## src/shared/ssio_pkg.sv

```systemverilog
package ssio_pkg;

  // ----------------------------------------------------------------------
  // Register map and field layout
  // ----------------------------------------------------------------------
  localparam logic [7:0]  SSIO_REG_CTRL   = 8'h00;
  localparam logic [7:0]  SSIO_REG_STATUS = 8'h04;
  localparam logic [7:0]  SSIO_REG_OWN    = 8'h08;
  localparam logic [31:0] SSIO_CTRL_RESET = 32'h00000000;
  localparam logic [31:0] SSIO_OWN_RESET  = 32'h00000000;
  localparam logic [31:0] SSIO_RD_UNMAPPED = 32'h00000000;

  // Control word bits.
  localparam int SSIO_CTRL_SYNC_EN    = 0;
  localparam int SSIO_CTRL_PIN_GATED  = 1;
  localparam int SSIO_CTRL_EXT_ADDR   = 2;
  localparam int SSIO_CTRL_FOUR_OUT   = 3;
  localparam int SSIO_CTRL_PARAM_MUX  = 4;

  // Own address word: slave address in the low bits, A/B select above.
  localparam int SSIO_OWN_ADDR_LSB    = 0;
  localparam int SSIO_OWN_AB_BIT      = 8;

  // Status word bits.
  localparam int SSIO_ST_SYNC_ACTIVE  = 0;
  localparam int SSIO_ST_SUSPENDED    = 1;
  localparam int SSIO_ST_BLOCKED      = 2;
  localparam int SSIO_ST_ARMED        = 3;
  localparam int SSIO_ST_OUT_LSB      = 4;
  localparam int SSIO_ST_IN_LSB       = 8;
  localparam int SSIO_ST_PBIT2        = 12;

  // Widths and counts.
  localparam int         SSIO_ADDR_W    = 5;
  localparam int         SSIO_DATA_W    = 4;
  localparam logic [1:0] SSIO_OWN_LIMIT = 2'h2;

  // ----------------------------------------------------------------------
  // Types
  // ----------------------------------------------------------------------
  typedef enum logic [1:0] {
    SSIO_BLOCKED = 2'b00,
    SSIO_FIRST   = 2'b01,
    SSIO_SYNC    = 2'b11,
    SSIO_SUSP    = 2'b10
  } ssio_mode_t;

  typedef struct packed {
    logic                   dexg;
    logic                   wpar;
    logic                   ok;
    logic [SSIO_ADDR_W-1:0] addr;
    logic [SSIO_DATA_W-1:0] info;
  } ssio_call_t;

endpackage : ssio_pkg

```

## src/rtl/ssio_top.sv

```systemverilog
// Behaviour
// Sync mode active when enabled and pin gating off, or gating on with bit2 low.
// Sample parameter bit 2 at the rising data strobe for the next output event.
// With multiplexing, sync enable and pin gating set, bit 2 leaves multiplexing.
// Trigger when a data-exchange address is below the previous good one.
// At trigger, update outputs and strobe only if data arrived last cycle.
// Sample inputs at every trigger, regardless of received output data.
// Lowest-address slave in sync mode delays its outputs one full cycle.
// Master builds its output image once per cycle and keeps it fixed.
// Master polls all A slaves in one cycle, all B slaves in the other.
// Inputs sampled at trigger go back in the immediate response.
// First exchange after port enable runs normally, then repeats at trigger.
// Lowest slave with gating loses one value on disable, repeats one on enable.
// Three consecutive own-address exchanges suspend sync operation.
// An exchange to another address resumes sync, first call handled normally.
// Sync mode still produces the data strobe with normal sampling timing.
// Extended address mode uses info bit 3 to pick A or B slave.
// Extended mode plus four-output flag makes info bit 2 a bank select.
// Banked outputs change only on bit 2 clear after a bit 2 set call.
// The bit 2 toggle detector starts at zero after reset.
// Banked mode samples and returns inputs on every call.
// Bit 2 set stages call bits 0 and 1 without touching pins.
// Bit 2 clear drives bits 0,1 to outputs 2,3 and staging to outputs 0,1.
// Exchange block flag set at reset, cleared by first parameter call.
// Previous address invalid after reset, so first exchange never triggers.
//
// Decided for this implementation: the register addresses and the Avalon-MM interface to the registers.
`timescale 1ns/1ns
module ssio_top
  import ssio_pkg::*;
(
  input  wire logic                   ref_clk,
  input  wire logic                   rst,
  input  wire logic [7:0]             avs_address,
  input  wire logic                   avs_read,
  input  wire logic                   avs_write,
  input  wire logic [31:0]            avs_writedata,
  input  wire logic [3:0]             avs_byteenable,
  output      logic [31:0]            avs_readdata,
  output      logic                   avs_waitrequest,
  input  wire logic                   call_valid,
  input  wire ssio_call_t             call,
  input  wire logic [SSIO_DATA_W-1:0] data_in,
  input  wire logic                   param_port_bit2,
  output      logic                   resp_valid,
  output      logic [SSIO_DATA_W-1:0] resp_data,
  output      logic [SSIO_DATA_W-1:0] out_pin,
  output      logic                   data_strobe,
  output      logic                   param_mux_excl_bit2
);

  // ----------------------------------------------------------------------
  // Helpers
  // ----------------------------------------------------------------------

  // Merge a bus write into a register under its byte enables.
  function automatic logic [31:0] ssio_merge(input logic [31:0] old_val,
                                             input logic [31:0] new_val,
                                             input logic [3:0]  be);
    logic [31:0] res;
    res = old_val;
    for (int i = 0; i < 4; i++) begin
      if (be[i]) begin
        res[i*8 +: 8] = new_val[i*8 +: 8];
      end
    end
    return res;
  endfunction : ssio_merge

  // ----------------------------------------------------------------------
  // Pin synchronisers
  // ----------------------------------------------------------------------
  logic [SSIO_DATA_W:0]   pin_meta;
  logic [SSIO_DATA_W:0]   pin_sync;
  logic [SSIO_DATA_W-1:0] data_in_s;
  logic                   pbit2_s;

  // The data and parameter pins are asynchronous; only stage two is read.
  always_ff @(posedge ref_clk) begin
    if (rst) begin
      pin_meta <= '0;
      pin_sync <= '0;
    end else begin
      pin_meta <= {param_port_bit2, data_in};
      pin_sync <= pin_meta;
    end
  end

  assign data_in_s = pin_sync[SSIO_DATA_W-1:0];
  assign pbit2_s   = pin_sync[SSIO_DATA_W];

  // ----------------------------------------------------------------------
  // Configuration registers
  // ----------------------------------------------------------------------
  logic [31:0]            ctrl;
  logic [31:0]            own_reg;
  logic                   sync_en;
  logic                   pin_gated_sync_flag;
  logic                   ext_addr;
  logic                   ext_addr_four_out_flag;
  logic                   param_mux_en;
  logic [SSIO_ADDR_W-1:0] own_addr;
  logic                   own_ab;
  logic                   wr_go;

  assign sync_en                = ctrl[SSIO_CTRL_SYNC_EN];
  assign pin_gated_sync_flag    = ctrl[SSIO_CTRL_PIN_GATED];
  assign ext_addr               = ctrl[SSIO_CTRL_EXT_ADDR];
  assign ext_addr_four_out_flag = ctrl[SSIO_CTRL_FOUR_OUT];
  assign param_mux_en           = ctrl[SSIO_CTRL_PARAM_MUX];
  assign own_addr               = own_reg[SSIO_OWN_ADDR_LSB +: SSIO_ADDR_W];
  assign own_ab                 = own_reg[SSIO_OWN_AB_BIT];

  // A write lands only at the edge where waitrequest is seen low.
  assign wr_go = avs_write && !avs_waitrequest;

  // Software writes to the two writable words; status and holes ignore it.
  always_ff @(posedge ref_clk) begin
    if (rst) begin
      ctrl    <= SSIO_CTRL_RESET;
      own_reg <= SSIO_OWN_RESET;
    end else if (wr_go) begin
      if (avs_address == SSIO_REG_CTRL) begin
        ctrl <= ssio_merge(ctrl, avs_writedata, avs_byteenable);
      end else if (avs_address == SSIO_REG_OWN) begin
        own_reg <= ssio_merge(own_reg, avs_writedata, avs_byteenable);
      end
    end
  end

  // ----------------------------------------------------------------------
  // Call decode
  // ----------------------------------------------------------------------
  ssio_mode_t             mode;
  ssio_mode_t             next_mode;
  logic                   dexg_ok;
  logic                   addr_own;
  logic                   own_take;
  logic                   own_third;
  logic [1:0]             own_cnt;
  logic                   trig;
  logic                   word_valid;
  logic [SSIO_DATA_W-1:0] word;

  // Exchange calls are ignored entirely while the port is still blocked.
  assign dexg_ok   = call_valid && call.dexg && call.ok && (mode != SSIO_BLOCKED);
  assign addr_own  = (call.addr == own_addr);
  assign own_take  = dexg_ok && addr_own && (!ext_addr || (call.info[3] == own_ab));
  assign own_third = dexg_ok && addr_own && (own_cnt == SSIO_OWN_LIMIT);

  ssio_trigger u_trig (
    .ref_clk (ref_clk),
    .rst     (rst),
    .dexg_ok (dexg_ok),
    .addr    (call.addr),
    .trigger (trig)
  );

  ssio_bank u_bank (
    .ref_clk    (ref_clk),
    .rst        (rst),
    .take       (own_take),
    .ext_addr   (ext_addr),
    .four_out   (ext_addr_four_out_flag),
    .info       (call.info),
    .cur_out    (out_pin),
    .word_valid (word_valid),
    .word       (word)
  );

  // Consecutive calls to our own address; any other address restarts it.
  always_ff @(posedge ref_clk) begin
    if (rst) begin
      own_cnt <= 2'h0;
    end else if (dexg_ok) begin
      if (!addr_own) begin
        own_cnt <= 2'h0;
      end else if (own_cnt != SSIO_OWN_LIMIT) begin
        own_cnt <= own_cnt + 2'h1;
      end
    end
  end

  // ----------------------------------------------------------------------
  // Mode sequencing
  // ----------------------------------------------------------------------
  logic pbit2_sample;
  logic sync_active;
  logic sync_run;

  // The latched bit 2, not the live pin, gates the mode.
  assign sync_active = sync_en && (!pin_gated_sync_flag || !pbit2_sample);
  assign sync_run    = sync_active && (mode == SSIO_SYNC);

  // Blocked, then one normal call, then synchronous; suspension loops back.
  always_comb begin
    next_mode = mode;
    case (mode)
      SSIO_BLOCKED: begin
        if (call_valid && call.wpar && call.ok) begin
          next_mode = SSIO_FIRST;
        end
      end
      SSIO_FIRST: begin
        if (own_take && sync_active) begin
          next_mode = SSIO_SYNC;
        end
      end
      SSIO_SYNC: begin
        if (own_third) begin
          next_mode = SSIO_SUSP;
        end
      end
      SSIO_SUSP: begin
        if (dexg_ok && !addr_own) begin
          next_mode = SSIO_FIRST;
        end
      end
      default: next_mode = SSIO_BLOCKED;
    endcase
  end

  always_ff @(posedge ref_clk) begin
    if (rst) begin
      mode <= SSIO_BLOCKED;
    end else begin
      mode <= next_mode;
    end
  end

  // ----------------------------------------------------------------------
  // Output path
  // ----------------------------------------------------------------------
  logic                   armed;
  logic [SSIO_DATA_W-1:0] pending;
  logic                   normal_apply;
  logic                   trig_apply;
  logic                   next_strobe;
  logic [SSIO_DATA_W-1:0] next_out;

  // Outside synchronous running, a released word goes straight to the pins.
  assign normal_apply = word_valid && !sync_run;
  // At a trigger, only an armed word is fired; an empty cycle changes nothing.
  assign trig_apply   = sync_run && trig && armed;
  assign next_strobe  = normal_apply || trig_apply;
  assign next_out     = trig_apply ? pending : word;

  // Arming after firing in the same cycle delays the lowest slave one cycle.
  always_ff @(posedge ref_clk) begin
    if (rst) begin
      armed   <= 1'b0;
      pending <= '0;
    end else if (word_valid && sync_active &&
                 (mode == SSIO_SYNC || mode == SSIO_FIRST)) begin
      armed   <= 1'b1;
      pending <= word;
    end else if (trig_apply) begin
      armed <= 1'b0;
    end
  end

  always_ff @(posedge ref_clk) begin
    if (rst) begin
      out_pin     <= '0;
      data_strobe <= 1'b0;
    end else begin
      data_strobe <= next_strobe;
      if (next_strobe) begin
        out_pin <= next_out;
      end
    end
  end

  // Bit 2 is caught as the strobe rises; a late pin change shifts one value.
  always_ff @(posedge ref_clk) begin
    if (rst) begin
      pbit2_sample <= 1'b0;
    end else if (next_strobe && !data_strobe) begin
      pbit2_sample <= pbit2_s;
    end
  end

  always_ff @(posedge ref_clk) begin
    if (rst) begin
      param_mux_excl_bit2 <= 1'b0;
    end else begin
      param_mux_excl_bit2 <= param_mux_en && sync_en && pin_gated_sync_flag;
    end
  end

  // ----------------------------------------------------------------------
  // Input path and response
  // ----------------------------------------------------------------------
  logic [SSIO_DATA_W-1:0] sampled;

  // Sync mode samples only at triggers; otherwise at each own call.
  always_ff @(posedge ref_clk) begin
    if (rst) begin
      sampled <= '0;
    end else if (sync_run && trig) begin
      sampled <= data_in_s;
    end else if (own_take && !sync_run) begin
      sampled <= data_in_s;
    end
  end

  // Every own call answers, banked or not, with the freshest valid sample.
  always_ff @(posedge ref_clk) begin
    if (rst) begin
      resp_valid <= 1'b0;
      resp_data  <= '0;
    end else begin
      resp_valid <= own_take;
      if (own_take) begin
        resp_data <= (sync_run && !trig) ? sampled : data_in_s;
      end
    end
  end

  // ----------------------------------------------------------------------
  // Register bus slave
  // ----------------------------------------------------------------------
  logic [31:0] rd_mux;

  always_comb begin
    rd_mux = SSIO_RD_UNMAPPED;
    if (avs_address == SSIO_REG_CTRL) begin
      rd_mux = ctrl;
    end else if (avs_address == SSIO_REG_OWN) begin
      rd_mux = own_reg;
    end else if (avs_address == SSIO_REG_STATUS) begin
      rd_mux[SSIO_ST_SYNC_ACTIVE] = sync_run;
      rd_mux[SSIO_ST_SUSPENDED]   = (mode == SSIO_SUSP);
      rd_mux[SSIO_ST_BLOCKED]     = (mode == SSIO_BLOCKED);
      rd_mux[SSIO_ST_ARMED]       = armed;
      rd_mux[SSIO_ST_OUT_LSB +: SSIO_DATA_W] = out_pin;
      rd_mux[SSIO_ST_IN_LSB +: SSIO_DATA_W]  = sampled;
      rd_mux[SSIO_ST_PBIT2]       = pbit2_sample;
    end
  end

  // One wait cycle per access keeps the read mux off the bus path.
  always_ff @(posedge ref_clk) begin
    if (rst) begin
      avs_waitrequest <= 1'b1;
      avs_readdata    <= '0;
    end else if ((avs_read || avs_write) && avs_waitrequest) begin
      avs_waitrequest <= 1'b0;
      avs_readdata    <= avs_read ? rd_mux : 32'h00000000;
    end else begin
      avs_waitrequest <= 1'b1;
    end
  end
endmodule : ssio_top

```

## src/rtl/ssio_trigger.sv

```systemverilog
`timescale 1ns/1ns
module ssio_trigger
  import ssio_pkg::*;
(
  input  wire logic                   ref_clk,
  input  wire logic                   rst,
  input  wire logic                   dexg_ok,
  input  wire logic [SSIO_ADDR_W-1:0] addr,
  output      logic                   trigger
);

  // ----------------------------------------------------------------------
  // Previous address store
  // ----------------------------------------------------------------------
  logic [SSIO_ADDR_W-1:0] prev_addr;
  logic                   prev_valid;

  // A fall in address marks the start of a new polling cycle.
  assign trigger = dexg_ok && prev_valid && (addr < prev_addr);

  // The stored address starts invalid so the first call cannot fire.
  always_ff @(posedge ref_clk) begin
    if (rst) begin
      prev_addr  <= '0;
      prev_valid <= 1'b0;
    end else if (dexg_ok) begin
      prev_addr  <= addr;
      prev_valid <= 1'b1;
    end
  end
endmodule : ssio_trigger

```

## src/rtl/ssio_bank.sv

```systemverilog
`timescale 1ns/1ns
module ssio_bank
  import ssio_pkg::*;
(
  input  wire logic                   ref_clk,
  input  wire logic                   rst,
  input  wire logic                   take,
  input  wire logic                   ext_addr,
  input  wire logic                   four_out,
  input  wire logic [SSIO_DATA_W-1:0] info,
  input  wire logic [SSIO_DATA_W-1:0] cur_out,
  output      logic                   word_valid,
  output      logic [SSIO_DATA_W-1:0] word
);

  // ----------------------------------------------------------------------
  // Staging and bit-2 toggle detector
  // ----------------------------------------------------------------------
  logic staged_out_bit0;
  logic staged_out_bit1;
  logic last_bit2;
  logic banked;

  assign banked = ext_addr && four_out;

  // Only a falling bit 2 releases a word in banked mode.
  always_comb begin
    if (banked) begin
      word_valid = take && !info[2] && last_bit2;
      word       = {info[1], info[0], staged_out_bit1, staged_out_bit0};
    end else if (ext_addr) begin
      word_valid = take;
      word       = {cur_out[3], info[2:0]}; // Bit 3 selects A or B, not data.
    end else begin
      word_valid = take;
      word       = info;
    end
  end

  // Bank 1 bits wait here while bit 2 is high; no pin changes meanwhile.
  always_ff @(posedge ref_clk) begin
    if (rst) begin
      staged_out_bit0 <= 1'b0;
      staged_out_bit1 <= 1'b0;
      last_bit2       <= 1'b0;
    end else if (take && banked) begin
      last_bit2 <= info[2];
      if (info[2]) begin
        staged_out_bit0 <= info[0];
        staged_out_bit1 <= info[1];
      end
    end
  end

endmodule : ssio_bank

```

## config.mk

```make
export PLATFORM = sky130hd
export DESIGN_NAME = ssio_top
export DESIGN_NICKNAME = d
export VERILOG_FILES = /design/src/shared/ssio_pkg.sv /design/src/rtl/ssio_top.sv /design/src/rtl/ssio_trigger.sv /design/src/rtl/ssio_bank.sv
export SDC_FILE = /design/constraint.sdc
export NUM_CORES = 1
export LEC_CHECK = 0
export BUFFER_PORTS_ARGS = -buffer_cell sky130_fd_sc_hd__buf_2
export CAP_MARGIN = 20
export CORE_MARGIN = 1.5
export CORE_UTILIZATION = 50
export DETAILED_ROUTE_END_ITERATION = 8
export PLACE_DENSITY = 0.76
export SYNTH_ARGS = -nofsm -noshare
export SYNTH_HDL_FRONTEND = slang
export SYNTH_SLANG_ARGS = --single-unit
```

## constraint.sdc

```tcl
create_clock -name ref_clk -period 1.9 [get_ports ref_clk]
set_input_delay 0.19 -clock ref_clk [delete_from_list [all_inputs] [get_ports ref_clk]]
set_output_delay 0.19 -clock ref_clk [all_outputs]
set_load 0.01 [all_outputs]
```

==> results.sh <==
export IMPL_run_status="finished clean"
export IMPL_finalHoldViolations=0
export IMPL_dieArea_mm2=0.0128
export IMPL_yosysWarnings=0
export IMPL_worst_endpoint_required_ps=2200
export IMPL_floorplan_die_width_um=113
export IMPL_largest_net_degree_at_the_start_of_global_routing=51
export IMPL_wl_um=15200
export IMPL_clock_tree_root_cell="clkbuf_16"
export IMPL_wire_length_of_the_first_global_routing_pass_um=24600
export IMPL_timing_critical_path_cells="xnor2_1, o211ai_1, or4_1, mux2i_1, nor2_1"
export IMPL_post_synth_instance_area_mm2=0.00606
export IMPL_n_antenna_cell=0
export IMPL_placement_row_count=40
export IMPL_synth_top_area_share_pct=46.6
export IMPL_postSynth_topFlopCell="dfxtp_1"
export IMPL_critPathBufInv=0
export IMPL_remaining_drc_errors=0
export IMPL_synthTopCellsByArea="dfxtp_1 (47%), mux2i_1 (13%), nor2_1 (6.2%), mux2_1 (3.5%), a21oi_1 (2.9%)"
export IMPL_final_net_count=830
export IMPL_worst_margin_pin_slew_ps=422
export IMPL_place_worst_setup_slack_ps=-67.9
export IMPL_setup_repair_after_global_routing_missed_its_margin="true"
export IMPL_ctsLongestPathBuffers=2
export IMPL_number_of_global_route_vias_before_repair=5184
export IMPL_cts_tree="done"
export IMPL_synth_seq_cells=141
export IMPL_io_pin_count=110
export IMPL_pwr_density_cell_mw_per_mm2=867
export IMPL_initial_core_util_pct=50.8
export IMPL_layout_cells_sized_above_1_pct=26.4
export IMPL_clock_sinks=141
export IMPL_cts_htree_levels=4
export IMPL_maxSlewHeadroom_pct=71.8
export IMPL_ys_async_sr_fraction_pct=0
export IMPL_hpwl_um=10900
export IMPL_timing_clock_skew_ps=9.40
export IMPL_top_usage_layer="met2"
export IMPL_antenna_found_initial=0
export IMPL_worstHoldPathType="input pin to flop"
export IMPL_ir_drop_uv=516
export IMPL_worst_path_setup_slack_after_routing_ps=67.3
export IMPL_dr_pass1_iters=5
export IMPL_chipHeight_um=113
export IMPL_startpoint_kind_of_the_worst_setup_timing_path="flop"
export IMPL_netlist_cell_type_count=45
export IMPL_globalplace_congestion=0.884
export IMPL_whs_path_depth=3
export IMPL_port_buffer_count=109
export IMPL_antenna_violating_nets_left=0
export IMPL_finalPower_uw=6650
export IMPL_synth_fp_nets=698
export IMPL_syn_to_final_growth_pct=26.7
export IMPL_synth_edff_count=0
export IMPL_synth_commonest_cells="dfxtp_1 (141), nor2_1 (100), mux2i_1 (79), a21oi_1 (35), clkbuf_1 (32)"
export IMPL_post_synth_inst_count=627
export IMPL_clk_transition_reported_paths_ps=60
export IMPL_vias=5087
export IMPL_reg2reg_depth=5
export IMPL_finalCriticalPeriod_ps=1830
export IMPL_critical_path_top_delay_family="simple AND/OR/NAND/NOR gates"
export IMPL_synth_area_per_cell_um2=9.66
export IMPL_post_route_util_pct=64.4
export IMPL_timing_final_setup_violations=0
export IMPL_worst_skew_pair_latency_ps=420
export IMPL_max_cap_violations=0
export IMPL_met1_usage_pct=28.9
export IMPL_finalMaxSlewViolations=0
export IMPL_sequential_to_total_area_share_from_yosys_stat_pct=46.6
export IMPL_fin_crit_share_pct=96.5
export IMPL_cts_made_buffers=17
export IMPL_grt_use_met3_pct=5.84
export IMPL_crit_path_arrival_time_ps=2130
export IMPL_max_freq_mhz=546
export IMPL_wl_per_cell_um=16.6
export IMPL_setup_worst_path_end_class="flop"
export IMPL_viasPerCell=5.54
export IMPL_timing_critical_path_fanout_max=5
export IMPL_synth_area_leader_cell="dfxtp_1"
export IMPL_critical_path_slowest_cell="or4_1"
export IMPL_cell_with_the_most_instances_after_synthesis="dfxtp_1"
export IMPL_final_setup_tns_ps=0
export IMPL_grt_total_ovfl=0
export IMPL_placeableCoreArea_mm2=0.0119
export IMPL_critical_path_cell_count=5
export IMPL_grt_usage_pct=24.3
export IMPL_critical_setup_path_kind="flop to flop"
export IMPL_power_leakage_uw=0.00352
export IMPL_violation_count_after_the_first_detailed_routing_iteration=316
export IMPL_grtUsageMet2_pct=41.7
export IMPL_critical_path_max_stage_delay_ps=690
==> where the power goes <==
group	internal [uW]	leakage [uW]	switching (uW)
Clock	2090	0.000287	1230
Combinational	141	0.00209	212
Sequential	2970	0.00114	8.02
==> worst paths after layout <==
| path | startpoint | endpoint | slack [ps] |
|---|---|---|---|
| setup / recovery | own_reg[8] | pending[3] | 70 |
| hold / removal | avs_writedata[19] | ctrl[19] | 20 |
| setup reg to reg | own_reg[8] | pending[3] | 70 |
| hold reg to reg | pin_meta[2] | pin_sync[2] | 450 |
==> placed cells by master (no fill, tap or decap), types with 6 or more instances in the layout <==
cell type / synthesis / routed
dfxtp_1: 141 / 141
buf_2: 5 / 108
nor2_1: 100 / 100
mux2i_1: 79 / 79
a21oi_1: 35 / 34
buf_4: 0 / 34
nand2_1: 31 / 31
nand2b_1: 21 / 21
a22oi_1: 20 / 20
nor2b_1: 19 / 19
mux2_1: 19 / 19
inv_1: 18 / 18
clkbuf_16: 0 / 17
o21ai_0: 10 / 10
nand3_4: 8 / 8
o2111ai_1: 8 / 7
o221ai_1: 7 / 7
nand3_1: 6 / 6
a311oi_1: 6 / 6
==> per-stage QoR <==
step / hold WS (ps) / cells / instance area (um2)
after floorplan: 318 / 627 / 6060
after global placement: 402 / 881 / 6960
after detailed placement: 405 / 881 / 6960
after CTS: 12.7 / 918 / 7610
after global routing: 20.3 / 919 / 7670
final: 24.7 / 919 / 7670
==> layout make-up <==
| type | instances | area (um2) |
|---|---|---|
| inverter | 19 | 71.3 |
| clock buffer | 21 | 450 |
| tap | 147 | 184 |
| fill | 948 | 4240 |
| multi-input combinational | 429 | 3070 |
| clock inverter | 11 | 143 |
| timing repair buffer | 151 | 926 |
| sequential | 141 | 2820 |
==> logic make-up (layout without fill, tap and decap cells) <==
family / Yosys count / in the layout / share of synthesized area [%]
XOR/XNOR: 6 / 6 / 0.868
AND/OR/NAND/NOR: 209 / 209 / 18.7
AO/OA/AOI/OAI: 107 / 107 / 11.7
flip-flops: 141 / 141 / 46.6
buffers and inverters: 57 / 202 / 3.76
multiplexers: 102 / 102 / 17.3
adder cells (fa/ha/maj): 5 / 5 / 1.03
==> routing by layer <==
metal / part of all wire, % / wire [um]
met1: 42 / 6370
met5: 0 / 0
met4: 2.4 / 363
met2: 49 / 7520
met3: 6.5 / 995
==> worst min-delay path, delay by kind of cell <==
kind	cells	cell delay, ps
buffers and inverters	1	90
multiplexers	1	60
AND/OR/NAND/NOR	1	70
==> repair_timing <==
item / 4_1_cts / 5_1_grt
setup endpoints to repair: 12 / 19
buffers inserted: 0 / 1
pin swaps: 0 / 4
hold buffers: 5 / 0
hold endpoints to repair: 5 / 0
gates resized for setup: 3 / 8
Power figures use the tool's default switching activity.
